--- config.mk ---
export PLATFORM = sky130hd
export DESIGN_NAME = dtc_term_ctrl
export DESIGN_NICKNAME = d
export VERILOG_FILES = /design/src/logic/dtc_pkg.sv /design/src/logic/dtc_lat_timer.sv /design/src/logic/dtc_term_ctrl.sv
export VERILOG_INCLUDE_DIRS = /design/src /design/src/logic
export SDC_FILE = /design/constraint.sdc
export NUM_CORES = 1
export LEC_CHECK = 0
export BUFFER_PORTS_ARGS = -buffer_cell sky130_fd_sc_hd__buf_2
export CAP_MARGIN = 40
export CELL_PAD_IN_SITES_DETAIL_PLACEMENT = 0
export CELL_PAD_IN_SITES_GLOBAL_PLACEMENT = 2
export CORE_MARGIN = 2
export CORE_UTILIZATION = 25
export DETAILED_ROUTE_END_ITERATION = 6
export PLACE_DENSITY_LB_ADDON = 0.3
export SYNTH_ARGS = -nofsm -noshare
export SYNTH_HDL_FRONTEND = slang
export SYNTH_SLANG_ARGS = --single-unit
--- constraint.sdc ---
create_clock -name aclk -period 1.95 [get_ports aclk]
set_input_delay 0.4875 -clock aclk [delete_from_list [all_inputs] [get_ports aclk]]
set_output_delay 0.4875 -clock aclk [all_outputs]
set_load 0.05 [all_outputs]
--- src/logic/dtc_params.svh ---
// constants for the data-lane termination control block
`ifndef DTC_PARAMS_SVH
`define DTC_PARAMS_SVH

// ----------------------------------------------------------------------------
// register byte addresses
// ----------------------------------------------------------------------------
`define DTC_ADDR_TERM_MODE   8'h00
`define DTC_ADDR_LINK_CFG    8'h04
`define DTC_ADDR_STATUS      8'h08

// ----------------------------------------------------------------------------
// field positions and widths
// ----------------------------------------------------------------------------
`define DTC_TERM_FIELD_MSB   2
`define DTC_CFG_BAND_MSB     2
`define DTC_CFG_SET_B_BIT    3
`define DTC_CFG_BL32_BIT     4
`define DTC_CFG_WLEV_BIT     5
`define DTC_CFG_MSB          5
`define DTC_ST_DQ_BIT        0
`define DTC_ST_DQS_BIT       1
`define DTC_ST_ACTIVE_BIT    2
`define DTC_ST_UNSUP_BIT     3
`define DTC_ST_ARMED_BIT     4

// ----------------------------------------------------------------------------
// reset values
// ----------------------------------------------------------------------------
`define DTC_TERM_MODE_RST    3'h0
`define DTC_LINK_CFG_RST     6'h00

// ----------------------------------------------------------------------------
// latency tables in clocks, six bits per band, band 7 leftmost, 0 = unsupported
// ----------------------------------------------------------------------------
`define DTC_LAT_W            6
`define DTC_LON_A_TBL        48'h20_61_84_10_00_00
`define DTC_LON_B_TBL        48'h61_44_8E_30_60_00
`define DTC_LOFF_A_TBL       48'h71_A6_16_50_00_00
`define DTC_LOFF_B_TBL       48'hB2_89_20_71_60_00
`define DTC_BL32_EXTRA       6'h08

// ----------------------------------------------------------------------------
// bus answers
// ----------------------------------------------------------------------------
`define DTC_RESP_OKAY        2'h0
`define DTC_RESP_SLVERR      2'h2

`endif

--- src/logic/dtc_pkg.sv ---
// types shared by the termination control modules
package dtc_pkg;

    // ------------------------------------------------------------------------
    // controller-supplied link configuration
    // ------------------------------------------------------------------------
    typedef struct packed {
        logic       wlev;      // write-leveling mode
        logic       bl32;      // burst_length 32 when set, else 16
        logic       set_b;     // write_latency_set_b when set
        logic [2:0] band;      // speed band index 0..7
    } dtc_cfg_t;

    // ------------------------------------------------------------------------
    // selected latency pair
    // ------------------------------------------------------------------------
    typedef struct packed {
        logic       ok;
        logic [5:0] on_lat;
        logic [5:0] off_lat;
    } dtc_lat_t;

    typedef enum logic [0:0] {TM_IDLE, TM_RUN} dtc_tm_state_t;

endpackage

--- src/logic/dtc_lat_timer.sv ---
// latency timer counting clocks from the second CAS command
`timescale 1ns/100ps
`include "dtc_params.svh"

module dtc_lat_timer
    import dtc_pkg::*;
(
    // clock and reset
    input  wire logic     aclk,
    input  wire logic     aresetn,
    // start and latencies
    input  wire logic     start,
    input  wire dtc_lat_t lat,
    // status
    output logic          window,
    output logic          running
);

    dtc_tm_state_t  state_reg;
    dtc_tm_state_t  state_next;
    logic [5:0]     cnt_reg;
    logic [5:0]     cnt_next;
    dtc_lat_t       lat_reg;
    dtc_lat_t       lat_next;

    // ------------------------------------------------------------------------
    // next state: a new start restarts the count from one, so a back-to-back write
    // closes the window again until its own turn-on latency is reached
    // ------------------------------------------------------------------------
    wire   at_off = (cnt_reg == lat_reg.off_lat);
    assign lat_next   = start ? lat : lat_reg;
    assign cnt_next   = start ? 6'h01 : (state_reg == TM_RUN && !at_off) ? cnt_reg + 6'h01 : cnt_reg;
    assign state_next = start ? TM_RUN : (at_off ? TM_IDLE : state_reg);

    // on at latency, off at the off latency
    assign window  = (state_reg == TM_RUN) && lat_reg.ok && (cnt_reg >= lat_reg.on_lat) && !at_off;
    assign running = (state_reg == TM_RUN);

    // state registers
    always_ff @(posedge aclk) begin
        if (!aresetn) begin
            state_reg <= TM_IDLE;
            cnt_reg   <= 6'h00;
            lat_reg   <= '0;
        end else begin
            state_reg <= state_next;
            cnt_reg   <= cnt_next;
            lat_reg   <= lat_next;
        end
    end

endmodule // dtc_lat_timer

--- src/logic/dtc_term_ctrl.sv ---
// data-lane on-die termination control with an AXI4-Lite register port
// ----------------------------------------------------------------------------
// Functional notes
// - termination is enabled only while the three-bit mode field is non-zero.
// - codes 1..6 select 240, 120, 80, 60, 48 and 40 ohm and are driven out as the termination_value code.
// - with termination enabled but no write burst, the data lanes stay high impedance.
// - a write, masked write or write-fifo command arms termination, switched on without a control pin.
// - termination switches off again once the triggering burst write has completed.
// - turn-on latency is counted in clocks from the second CAS command.
// - turn-off latency is counted in clocks from the second CAS command.
// - turn-on latency per band and set is taken from the table; bands at or below 533 MHz are unsupported.
// - turn-off latency per band and set is taken from the table, plus 8 clocks for 32-beat bursts.
// - termination is off throughout power-down.
// - in self refresh termination is off while cke is low and allowed while cke is high.
// - in write leveling the strobe lanes follow the mode field continuously; data and mask lanes stay off.
// ----------------------------------------------------------------------------
`timescale 1ns/100ps
`include "dtc_params.svh"

module dtc_term_ctrl
    import dtc_pkg::*;
(
    // clock and reset
    input  wire logic        aclk,
    input  wire logic        aresetn,
    // axi4-lite write address and data
    input  wire logic [7:0]  s_axi_awaddr,
    input  wire logic        s_axi_awvalid,
    output logic             s_axi_awready,
    input  wire logic [31:0] s_axi_wdata,
    input  wire logic [3:0]  s_axi_wstrb,
    input  wire logic        s_axi_wvalid,
    output logic             s_axi_wready,
    // axi4-lite write response
    output logic [1:0]       s_axi_bresp,
    output logic             s_axi_bvalid,
    input  wire logic        s_axi_bready,
    // axi4-lite read
    input  wire logic [7:0]  s_axi_araddr,
    input  wire logic        s_axi_arvalid,
    output logic             s_axi_arready,
    output logic [31:0]      s_axi_rdata,
    output logic [1:0]       s_axi_rresp,
    output logic             s_axi_rvalid,
    input  wire logic        s_axi_rready,
    // decoded commands and device state
    input  wire logic        write_cmd,
    input  wire logic        cas2_cmd,
    input  wire logic        cke,
    input  wire logic        power_down,
    input  wire logic        self_refresh,
    // termination controls
    output logic             dq_term_en,
    output logic             dqs_term_en,
    output logic             dmi_term_en,
    output logic [2:0]       termination_value
);

    // ------------------------------------------------------------------------
    // register storage
    // ------------------------------------------------------------------------
    logic [2:0]  term_mode_reg;
    dtc_cfg_t    cfg_reg;
    logic        armed_reg;
    logic        aw_got_reg;
    logic        w_got_reg;
    logic [7:0]  awaddr_reg;
    logic [31:0] wdata_reg;
    logic [3:0]  wstrb_reg;
    logic        bvalid_reg;
    logic [1:0]  bresp_reg;
    logic        rvalid_reg;
    logic [1:0]  rresp_reg;
    logic [31:0] rdata_reg;
    logic        dq_reg;
    logic        dqs_reg;
    logic [2:0]  value_reg;
    dtc_lat_t    cur_lat;
    logic        win;
    logic        t_running;

    // ------------------------------------------------------------------------
    // axi4-lite write path: address and data taken in either order
    // ------------------------------------------------------------------------
    wire aw_hs    = s_axi_awvalid && s_axi_awready;
    wire w_hs     = s_axi_wvalid && s_axi_wready;
    wire wr_do    = aw_got_reg && w_got_reg && !bvalid_reg;
    wire wr_mode  = wr_do && (awaddr_reg == `DTC_ADDR_TERM_MODE);
    wire wr_cfg   = wr_do && (awaddr_reg == `DTC_ADDR_LINK_CFG);
    wire wr_hit   = wr_mode || wr_cfg;
    assign s_axi_awready = !aw_got_reg && !bvalid_reg;
    assign s_axi_wready  = !w_got_reg && !bvalid_reg;
    assign s_axi_bvalid  = bvalid_reg;
    assign s_axi_bresp   = bresp_reg;

    // byte lane 0 holds every writable field, so only wstrb[0] matters
    wire [2:0] term_mode_next = (wr_mode && wstrb_reg[0]) ? wdata_reg[`DTC_TERM_FIELD_MSB:0] : term_mode_reg;
    wire [5:0] cfg_next       = (wr_cfg && wstrb_reg[0]) ? wdata_reg[`DTC_CFG_MSB:0] : cfg_reg;

    // write channel registers
    always_ff @(posedge aclk) begin
        if (!aresetn) begin
            aw_got_reg    <= 1'b0;
            w_got_reg     <= 1'b0;
            awaddr_reg    <= 8'h00;
            wdata_reg     <= 32'h0000_0000;
            wstrb_reg     <= 4'h0;
            bvalid_reg    <= 1'b0;
            bresp_reg     <= `DTC_RESP_OKAY;
            term_mode_reg <= `DTC_TERM_MODE_RST;
            cfg_reg       <= `DTC_LINK_CFG_RST;
        end else begin
            aw_got_reg    <= (aw_got_reg || aw_hs) && !wr_do;
            w_got_reg     <= (w_got_reg || w_hs) && !wr_do;
            awaddr_reg    <= aw_hs ? {s_axi_awaddr[7:2], 2'b00} : awaddr_reg;
            wdata_reg     <= w_hs ? s_axi_wdata : wdata_reg;
            wstrb_reg     <= w_hs ? s_axi_wstrb : wstrb_reg;
            bvalid_reg    <= wr_do || (bvalid_reg && !s_axi_bready);
            bresp_reg     <= wr_do ? (wr_hit ? `DTC_RESP_OKAY : `DTC_RESP_SLVERR) : bresp_reg;
            term_mode_reg <= term_mode_next;
            cfg_reg       <= cfg_next;
        end
    end

    // ------------------------------------------------------------------------
    // axi4-lite read path: one cycle from address to data
    // ------------------------------------------------------------------------
    wire [7:0]  ra      = {s_axi_araddr[7:2], 2'b00};
    wire        ar_hs   = s_axi_arvalid && s_axi_arready;
    wire [31:0] st_word = {27'h0, armed_reg, !cur_lat.ok, t_running, dqs_reg, dq_reg};
    wire        rd_hit  = (ra == `DTC_ADDR_TERM_MODE) || (ra == `DTC_ADDR_LINK_CFG) || (ra == `DTC_ADDR_STATUS);
    wire [31:0] rd_word = (ra == `DTC_ADDR_TERM_MODE) ? {29'h0, term_mode_reg} :
                          (ra == `DTC_ADDR_LINK_CFG)  ? {26'h0, cfg_reg} :
                          (ra == `DTC_ADDR_STATUS)    ? st_word : 32'h0000_0000;
    assign s_axi_arready = !rvalid_reg;
    assign s_axi_rvalid  = rvalid_reg;
    assign s_axi_rdata   = rdata_reg;
    assign s_axi_rresp   = rresp_reg;

    // read channel registers
    always_ff @(posedge aclk) begin
        if (!aresetn) begin
            rvalid_reg <= 1'b0;
            rdata_reg  <= 32'h0000_0000;
            rresp_reg  <= `DTC_RESP_OKAY;
        end else begin
            rvalid_reg <= ar_hs || (rvalid_reg && !s_axi_rready);
            rdata_reg  <= ar_hs ? rd_word : rdata_reg;
            rresp_reg  <= ar_hs ? (rd_hit ? `DTC_RESP_OKAY : `DTC_RESP_SLVERR) : rresp_reg;
        end
    end

    // ------------------------------------------------------------------------
    // latency selection from band, set and burst length
    // ------------------------------------------------------------------------
    wire [8:0]  sh      = 9'(cfg_reg.band) * 9'd6;
    wire [47:0] on_tbl  = cfg_reg.set_b ? `DTC_LON_B_TBL : `DTC_LON_A_TBL;
    wire [47:0] off_tbl = cfg_reg.set_b ? `DTC_LOFF_B_TBL : `DTC_LOFF_A_TBL;
    wire [5:0]  on_sel  = 6'(on_tbl >> sh);
    wire [5:0]  off_sel = 6'(off_tbl >> sh);
    // zero entries mark bands with no termination support
    assign cur_lat.ok      = (on_sel != 6'h00);
    assign cur_lat.on_lat  = on_sel;
    assign cur_lat.off_lat = cfg_reg.bl32 ? off_sel + `DTC_BL32_EXTRA : off_sel;

    // ------------------------------------------------------------------------
    // write command arms, second cas starts the latency count
    // ------------------------------------------------------------------------
    wire mode_on   = (term_mode_reg != 3'h0);
    wire t_start   = cas2_cmd && (armed_reg || write_cmd);
    wire armed_nxt = (armed_reg || write_cmd) && !cas2_cmd;

    always_ff @(posedge aclk) begin
        if (!aresetn) begin
            armed_reg <= 1'b0;
        end else begin
            armed_reg <= armed_nxt;
        end
    end

    dtc_lat_timer u_timer (
        .aclk    (aclk),
        .aresetn (aresetn),
        .start   (t_start),
        .lat     (cur_lat),
        .window  (win),
        .running (t_running)
    );

    // ------------------------------------------------------------------------
    // lane gating; outputs registered so the pads see no decode glitches
    // ------------------------------------------------------------------------
    wire allowed  = mode_on && !power_down && !(self_refresh && !cke);
    wire dq_next  = allowed && !cfg_reg.wlev && win;
    wire dqs_next = allowed && (cfg_reg.wlev || win);
    wire [2:0] value_next = (dq_next || dqs_next) ? term_mode_reg : 3'h0;

    always_ff @(posedge aclk) begin
        if (!aresetn) begin
            dq_reg    <= 1'b0;
            dqs_reg   <= 1'b0;
            value_reg <= 3'h0;
        end else begin
            dq_reg    <= dq_next;
            dqs_reg   <= dqs_next;
            value_reg <= value_next;
        end
    end

    // mask/inversion lanes share the data-lane control
    assign dq_term_en        = dq_reg;
    assign dmi_term_en       = dq_reg;
    assign dqs_term_en       = dqs_reg;
    assign termination_value = value_reg;
endmodule // dtc_term_ctrl

======== After elaboration in Yosys (flattened, before gate mapping) ========
Cells that the tools add are included.
storage, ports and cells
  register bits after elaboration ......... 88
  input port bits ......................... 64
  output and inout port bits .............. 47
  logic and storage cells ................. 107
cells by class
  add/sub/neg operators ................... 2
  multiply operators ...................... 1
  magnitude comparators ................... 1
  equal/unequal tests ..................... 4
  shift-type cells ........................ 2
  muxes and demuxes ....................... 12
  bitwise logic cells ..................... 1
  reductions and logical operators ........ 59
operators by type and width
  operator               number
  $mux W48               1
  $shr A48 B6 Y6         1
  $mux W47               1
  $shr A47 B6 Y6         1
  $logic_and A1 B1 Y1    27
  $mux W6                3
  $logic_not A8 Y1       2
  $logic_not A1 Y1       14
  $eq A6 B1 Y1 const B   2
  $logic_or A1 B1 Y1     10
  $add A6 B1 Y6 const B  1
  $add A6 B4 Y6 const B  1
  $eq A6 B2 Y1 const B   1
  $eq A6 B6 Y1           1
  $ge A6 B6 Y1           1
  $reduce_bool A6 Y1     1
  $mul A3 B2 Y5 const B  1
  $mux W5                1
  $mux W1                4
  $mux W2                2
  $reduce_bool A2 Y1     2
  $reduce_bool A3 Y1     1
  $reduce_and A2 Y1      1
  $reduce_or A2 Y1       1
  $not A1 Y1             1

======== Logic depth before layout (Yosys ltp) ========
  depth in word-level cells ............... 8
  mapped depth ............................ 8
  mapped depth without buffers ............ 8

======== By module ========
Synthesis repeated with hierarchy kept, for this count alone.
unflattened totals
  cell total of the unflattened synthesis .. 356
  area total of the unflattened synthesis .. 3181.8 µm²
by module, submodules not included
  module         instances  cells an instance  area each (µm²)  sequential area each (µm²)
  dtc_term_ctrl  1          244                2084.5           800.8
  dtc_lat_timer  1          112                1097.3           400.4

======== Worst setup path after synthesis ========
Ideal clock, no wire load.
  path kind ............................... register to register
  start ................................... register bvalid_reg (netlist: s_axi_bvalid)
  end ..................................... register wdata_reg[0]
  arrival time ............................ 2.083 ns
  data required time ...................... 1.822 ns
  setup slack ............................. -0.260 ns
  stages on the path, launching flop included .. 6
  clock period less this slack ............ 2.210 ns
  cell sequence ........................... dfxtp_1 nor2_1 and2_1 clkbuf_1 mux2i_1 nor2_1
on the way
  word-level cells in the longest chain between the ends .. 3
RTL lines
  what                    RTL line              text
  start, declared         dtc_term_ctrl.sv:70   logic bvalid_reg;
  start signal, assigned  dtc_term_ctrl.sv:118  bvalid_reg <= wr_do || (bvalid_reg && !s_axi_bready);
  $logic_not A1 Y1        dtc_term_ctrl.sv:92   assign s_axi_wready = !w_got_reg && !bvalid_reg;
  $logic_and A1 B1 Y1     dtc_term_ctrl.sv:92
  via s_axi_wready        dtc_term_ctrl.sv:33   output logic s_axi_wready,
  $logic_and A1 B1 Y1     dtc_term_ctrl.sv:86   wire w_hs = s_axi_wvalid && s_axi_wready;
  end signal, assigned    dtc_term_ctrl.sv:116  wdata_reg <= w_hs ? s_axi_wdata : wdata_reg;
  end, declared           dtc_term_ctrl.sv:68   logic [31:0] wdata_reg;
The timed path passes the listed nets, and every way through them passes these cells.
A chain may end at the register's enable or synchronous reset.

======== Worst setup path in the final report ========
  start ................................... register u_timer.cnt_reg[1]
  end ..................................... register dqs_reg (netlist: dqs_term_en)
on the way
  word-level cells in the longest chain between the ends .. 5
  elaborated cells on any way between the ends .. 7
RTL lines
  what                                                            RTL line                                  text
  start, declared                                                 dtc_lat_timer.sv:21                       logic [5:0] cnt_reg;
  start signal, assigned                                          dtc_lat_timer.sv:47                       cnt_reg <= cnt_next;
  $ge A6 B6 Y1 / $eq A6 B6 Y1 (equally long branches)             dtc_lat_timer.sv:36, dtc_lat_timer.sv:30
  $logic_and A1 B1 Y1 / $logic_not A1 Y1 (equally long branches)  dtc_lat_timer.sv:36                       assign window = (state_reg == TM_RUN) && lat_reg.ok && (cnt_reg >= lat_reg.on_lat) && !at_off;
  $logic_and A1 B1 Y1 *                                           dtc_lat_timer.sv:36
  $logic_or A1 B1 Y1 *                                            dtc_term_ctrl.sv:195                      wire dqs_next = allowed && (cfg_reg.wlev || win);
  $logic_and A1 B1 Y1 *                                           dtc_term_ctrl.sv:195
  end signal, assigned                                            dtc_term_ctrl.sv:205                      dqs_reg <= dqs_next;
  end, declared                                                   dtc_term_ctrl.sv:76                       logic dqs_reg;
Every way passes the cells marked *; elsewhere a longest branch is shown, timed or not.

==> impl_results.md <==
- Status: finished clean
- Total number of vias: 2276
- CTS Buffer Depth: 2
- Worst hold path class: in -> reg
- Worst Min Path Start: cas2_cmd
- Cell count after synthesis: 324
- Slowest CP cell: o311a_1
- Post-CTS setup buffer count: 0
- Hold Vio Cnt, Final: 0
- Finish-stage setup viols: 0
- Crit Reg-Reg Endpoint: dqs_term_en
- CTS tree: yes
- Worst path max stage delay: 360 ps
- CTS clk-pin slew, worst paths: 50 ps
- Post-synthesis sequential area ratio: 40.0%
- Hold buffers post-CTS: 0
- Initial Utilization: 25.3%
- Num ports: 111
- Synth async-reset ratio: 0%
- FP Rows: 39
- FF-to-FF Start: u_timer.cnt_reg[1]
- Initial drt markers: 109
- Met3 WL: 286 µm
- Top cell type by total area after synthesis: dfxtp_1
- Top-count cell post-synth: dfxtp_1
- Slew margin rel.: 62.5%
- Setup slack, reg-to-reg: 120 ps
- Worst skew pair latency: 320 ps
- Slew Limit Fails: 0
- Leak: 1.48 nW
- Yosys warns: 0
- Place WS: -56.1 ps
- H-tree Lvls: 3
- Ant. Diodes: 0
- Final Power: 3.31 mW
- Via/cell ratio: 4.29
- Die Area: 12300 µm²
- Mean Syn Cell Area: 8.80 µm²
- Crit path launch: u_timer.cnt_reg[1]
- Max Used Layer: met4
- Hold Path End: armed_reg
- Min cycle time layout: 1830 ps
- Die extent in x: 111 µm
- Total congestion overflow: 0
- Root Driver: clkbuf_16
- IO Port Bufs: 49
- Hpwl dp: 4960 µm
- Max reg flops: 10
- Worst EP required: 2150 ps
- Largest net degree at the start of global routing: 42
- WP data arrival: 2030 ps
- Initial antenna violation count: 0
- All-Layer GR Usage: 11.4%
- Crit path kind: reg -> reg
- Synthesized area: 2850 µm²
- Top post-synthesis cells by area: dfxtp_1, mux2i_1, buf_4
- Crit end category: register
- Drt pass-1 iters: 4
- Worst-margin pin slew: 562 ps
- Core area: 11300 µm²
- Share of cells above drive strength 1: 21.6%
- WHS Path Cells: 2
- MaxCap Viol Count: 0
- Post-synth top flop: dfxtp_1
- Unrepaired setup endpoints after global routing: false
- Final setup skew: 5.20 ps
- First-pass GRT wire length: 11300 µm
- Met2 wire len: 2900 µm
- Final worst slack: 123 ps
- Gpl congestion: 0.719
- Syn-to-layout area delta: 24.8%
- WL per Instance: 12.6 µm
- CP Buf/Inv Count: 2
- CP top delay family: compound AO/OA/AOI/OAI gates
- Crit-path cells: inv_1 > ha_1 > and3b_1 > o311a_1 > a2111oi_4 > buf_4 > o21ai_0
- Netlist cell types: 50
- Met1 WL: 3410 µm
- Critical path depth: 7
- Synth cell count leaders: dfxtp_1, nor2_1, buf_4, mux2i_1, nand2_1
- CTS Buf Count: 9
- Number of synthesized flops with an enable pin: 0
- Share of the synthesized area in the top cell type: 40.0%
- PwrDens: 930 nW/µm²
- Register bit total from synthesis: 57
- Final critical-path share of the clock period: 93.7%
- Die height: 111 µm
- Wirelength, routed: 6680 µm
- CP max FO: 5
- Number of global-route vias before repair: 2251
- # DRC: 0
- Critical Path Start Type: register
- Post-DRT Antenna Nets: 0
- Worst R2R Path Depth: 7
- Nets@finish: 458
- Clk sinks: 57
- Max Clk Rate: 547 MHz
- Worst VDD drop: 340 µV
where the power goes:
group / switching [mW] / internal (mW)
logic: 0.287 / 0.122
registers: 0.0402 / 1.21
clock network: 0.506 / 1.14
total: 0.834 / 2.48
layout by cell type (no fill, tap or decap), drive strengths merged, types with 2 or more instances in the layout:
| cell | netlist | layout |
|---|---|---|
| buf | 30 | 63 |
| dfxtp | 57 | 57 |
| nor2 | 48 | 48 |
| conb | 1 | 28 |
| mux2i | 27 | 27 |
| nand2 | 20 | 20 |
| inv | 14 | 14 |
| a21oi | 13 | 13 |
| clkbuf | 11 | 12 |
| o21ai | 11 | 11 |
| ha | 10 | 10 |
| nand2b | 8 | 8 |
| nand3 | 8 | 8 |
| xor2 | 6 | 6 |
| nor2b | 5 | 5 |
| nor3 | 4 | 4 |
| a22oi | 4 | 4 |
| xnor2 | 4 | 4 |
| a211oi | 4 | 4 |
| and2 | 4 | 4 |
| o31ai | 3 | 3 |
| o21a | 3 | 3 |
| nor4 | 3 | 3 |
| o311a | 2 | 2 |
| a221oi | 2 | 2 |
| a31oi | 2 | 2 |
| bufinv | 0 | 2 |
| clkinv | 1 | 2 |
| or4 | 2 | 2 |
timing repair:
item                                    in CTS  in global routing
resized for setup                            1                  0
endpoints found under the setup margin       5                  5
pin swaps                                    1                  1
logic make-up (layout without fill, tap and decap cells):
kind of cell	after synthesis	in the layout	synth area share (%)
adders and majority gates	10	10	4.39
DFF	57	57	40.0
muxes	27	27	9.48
buffers and inverters	56	93	11.2
other	1	28	0.132
xor gates and xnor gates	10	10	3.07
AOI/OAI and AO/OA	54	54	12.9
and+or+nand+nor	109	109	18.8
metal layers:
| layer | up-vias | global-route usage, % |
|---|---|---|
| met5 | - | 0 |
| met4 | 0 | 4.50 |
| met3 | 5 | 2.57 |
| met2 | 57 | 16.9 |
| met1 | 1035 | 16.1 |
| li1 | 1179 | - |
layout make-up:
cell class / instances / area [µm²]
fillers: 1223 / 7710
well taps: 143 / 179
clock buffers: 12 / 246
multi-input cells: 238 / 1520
repair buffers: 63 / 350
inverters: 15 / 56.3
clock inverters: 3 / 65.1
flip-flops and latches: 57 / 1140
per-stage QoR:
step,hold slack (ps),cells,cell area [µm²],util (%),setup TNS [ps]
floorplan,444,351,2970,-,0
global placement,446,516,3230,28.7,-185
detailed placement,444,516,3230,28.7,-223
CTS,355,531,3560,31.6,0
global route,371,531,3560,31.6,0
finish,362,531,3560,31.6,0
worst max path at each step:
stage                                end  slack, ps
finish                       dqs_term_en        120
global route              s_axi_rdata[3]          9
floorplan                    dqs_term_en         50
global placement    termination_value[1]        -40
detailed placement  termination_value[2]        -60
CTS                 termination_value[2]         30
Power figures use the tool's default switching activity.
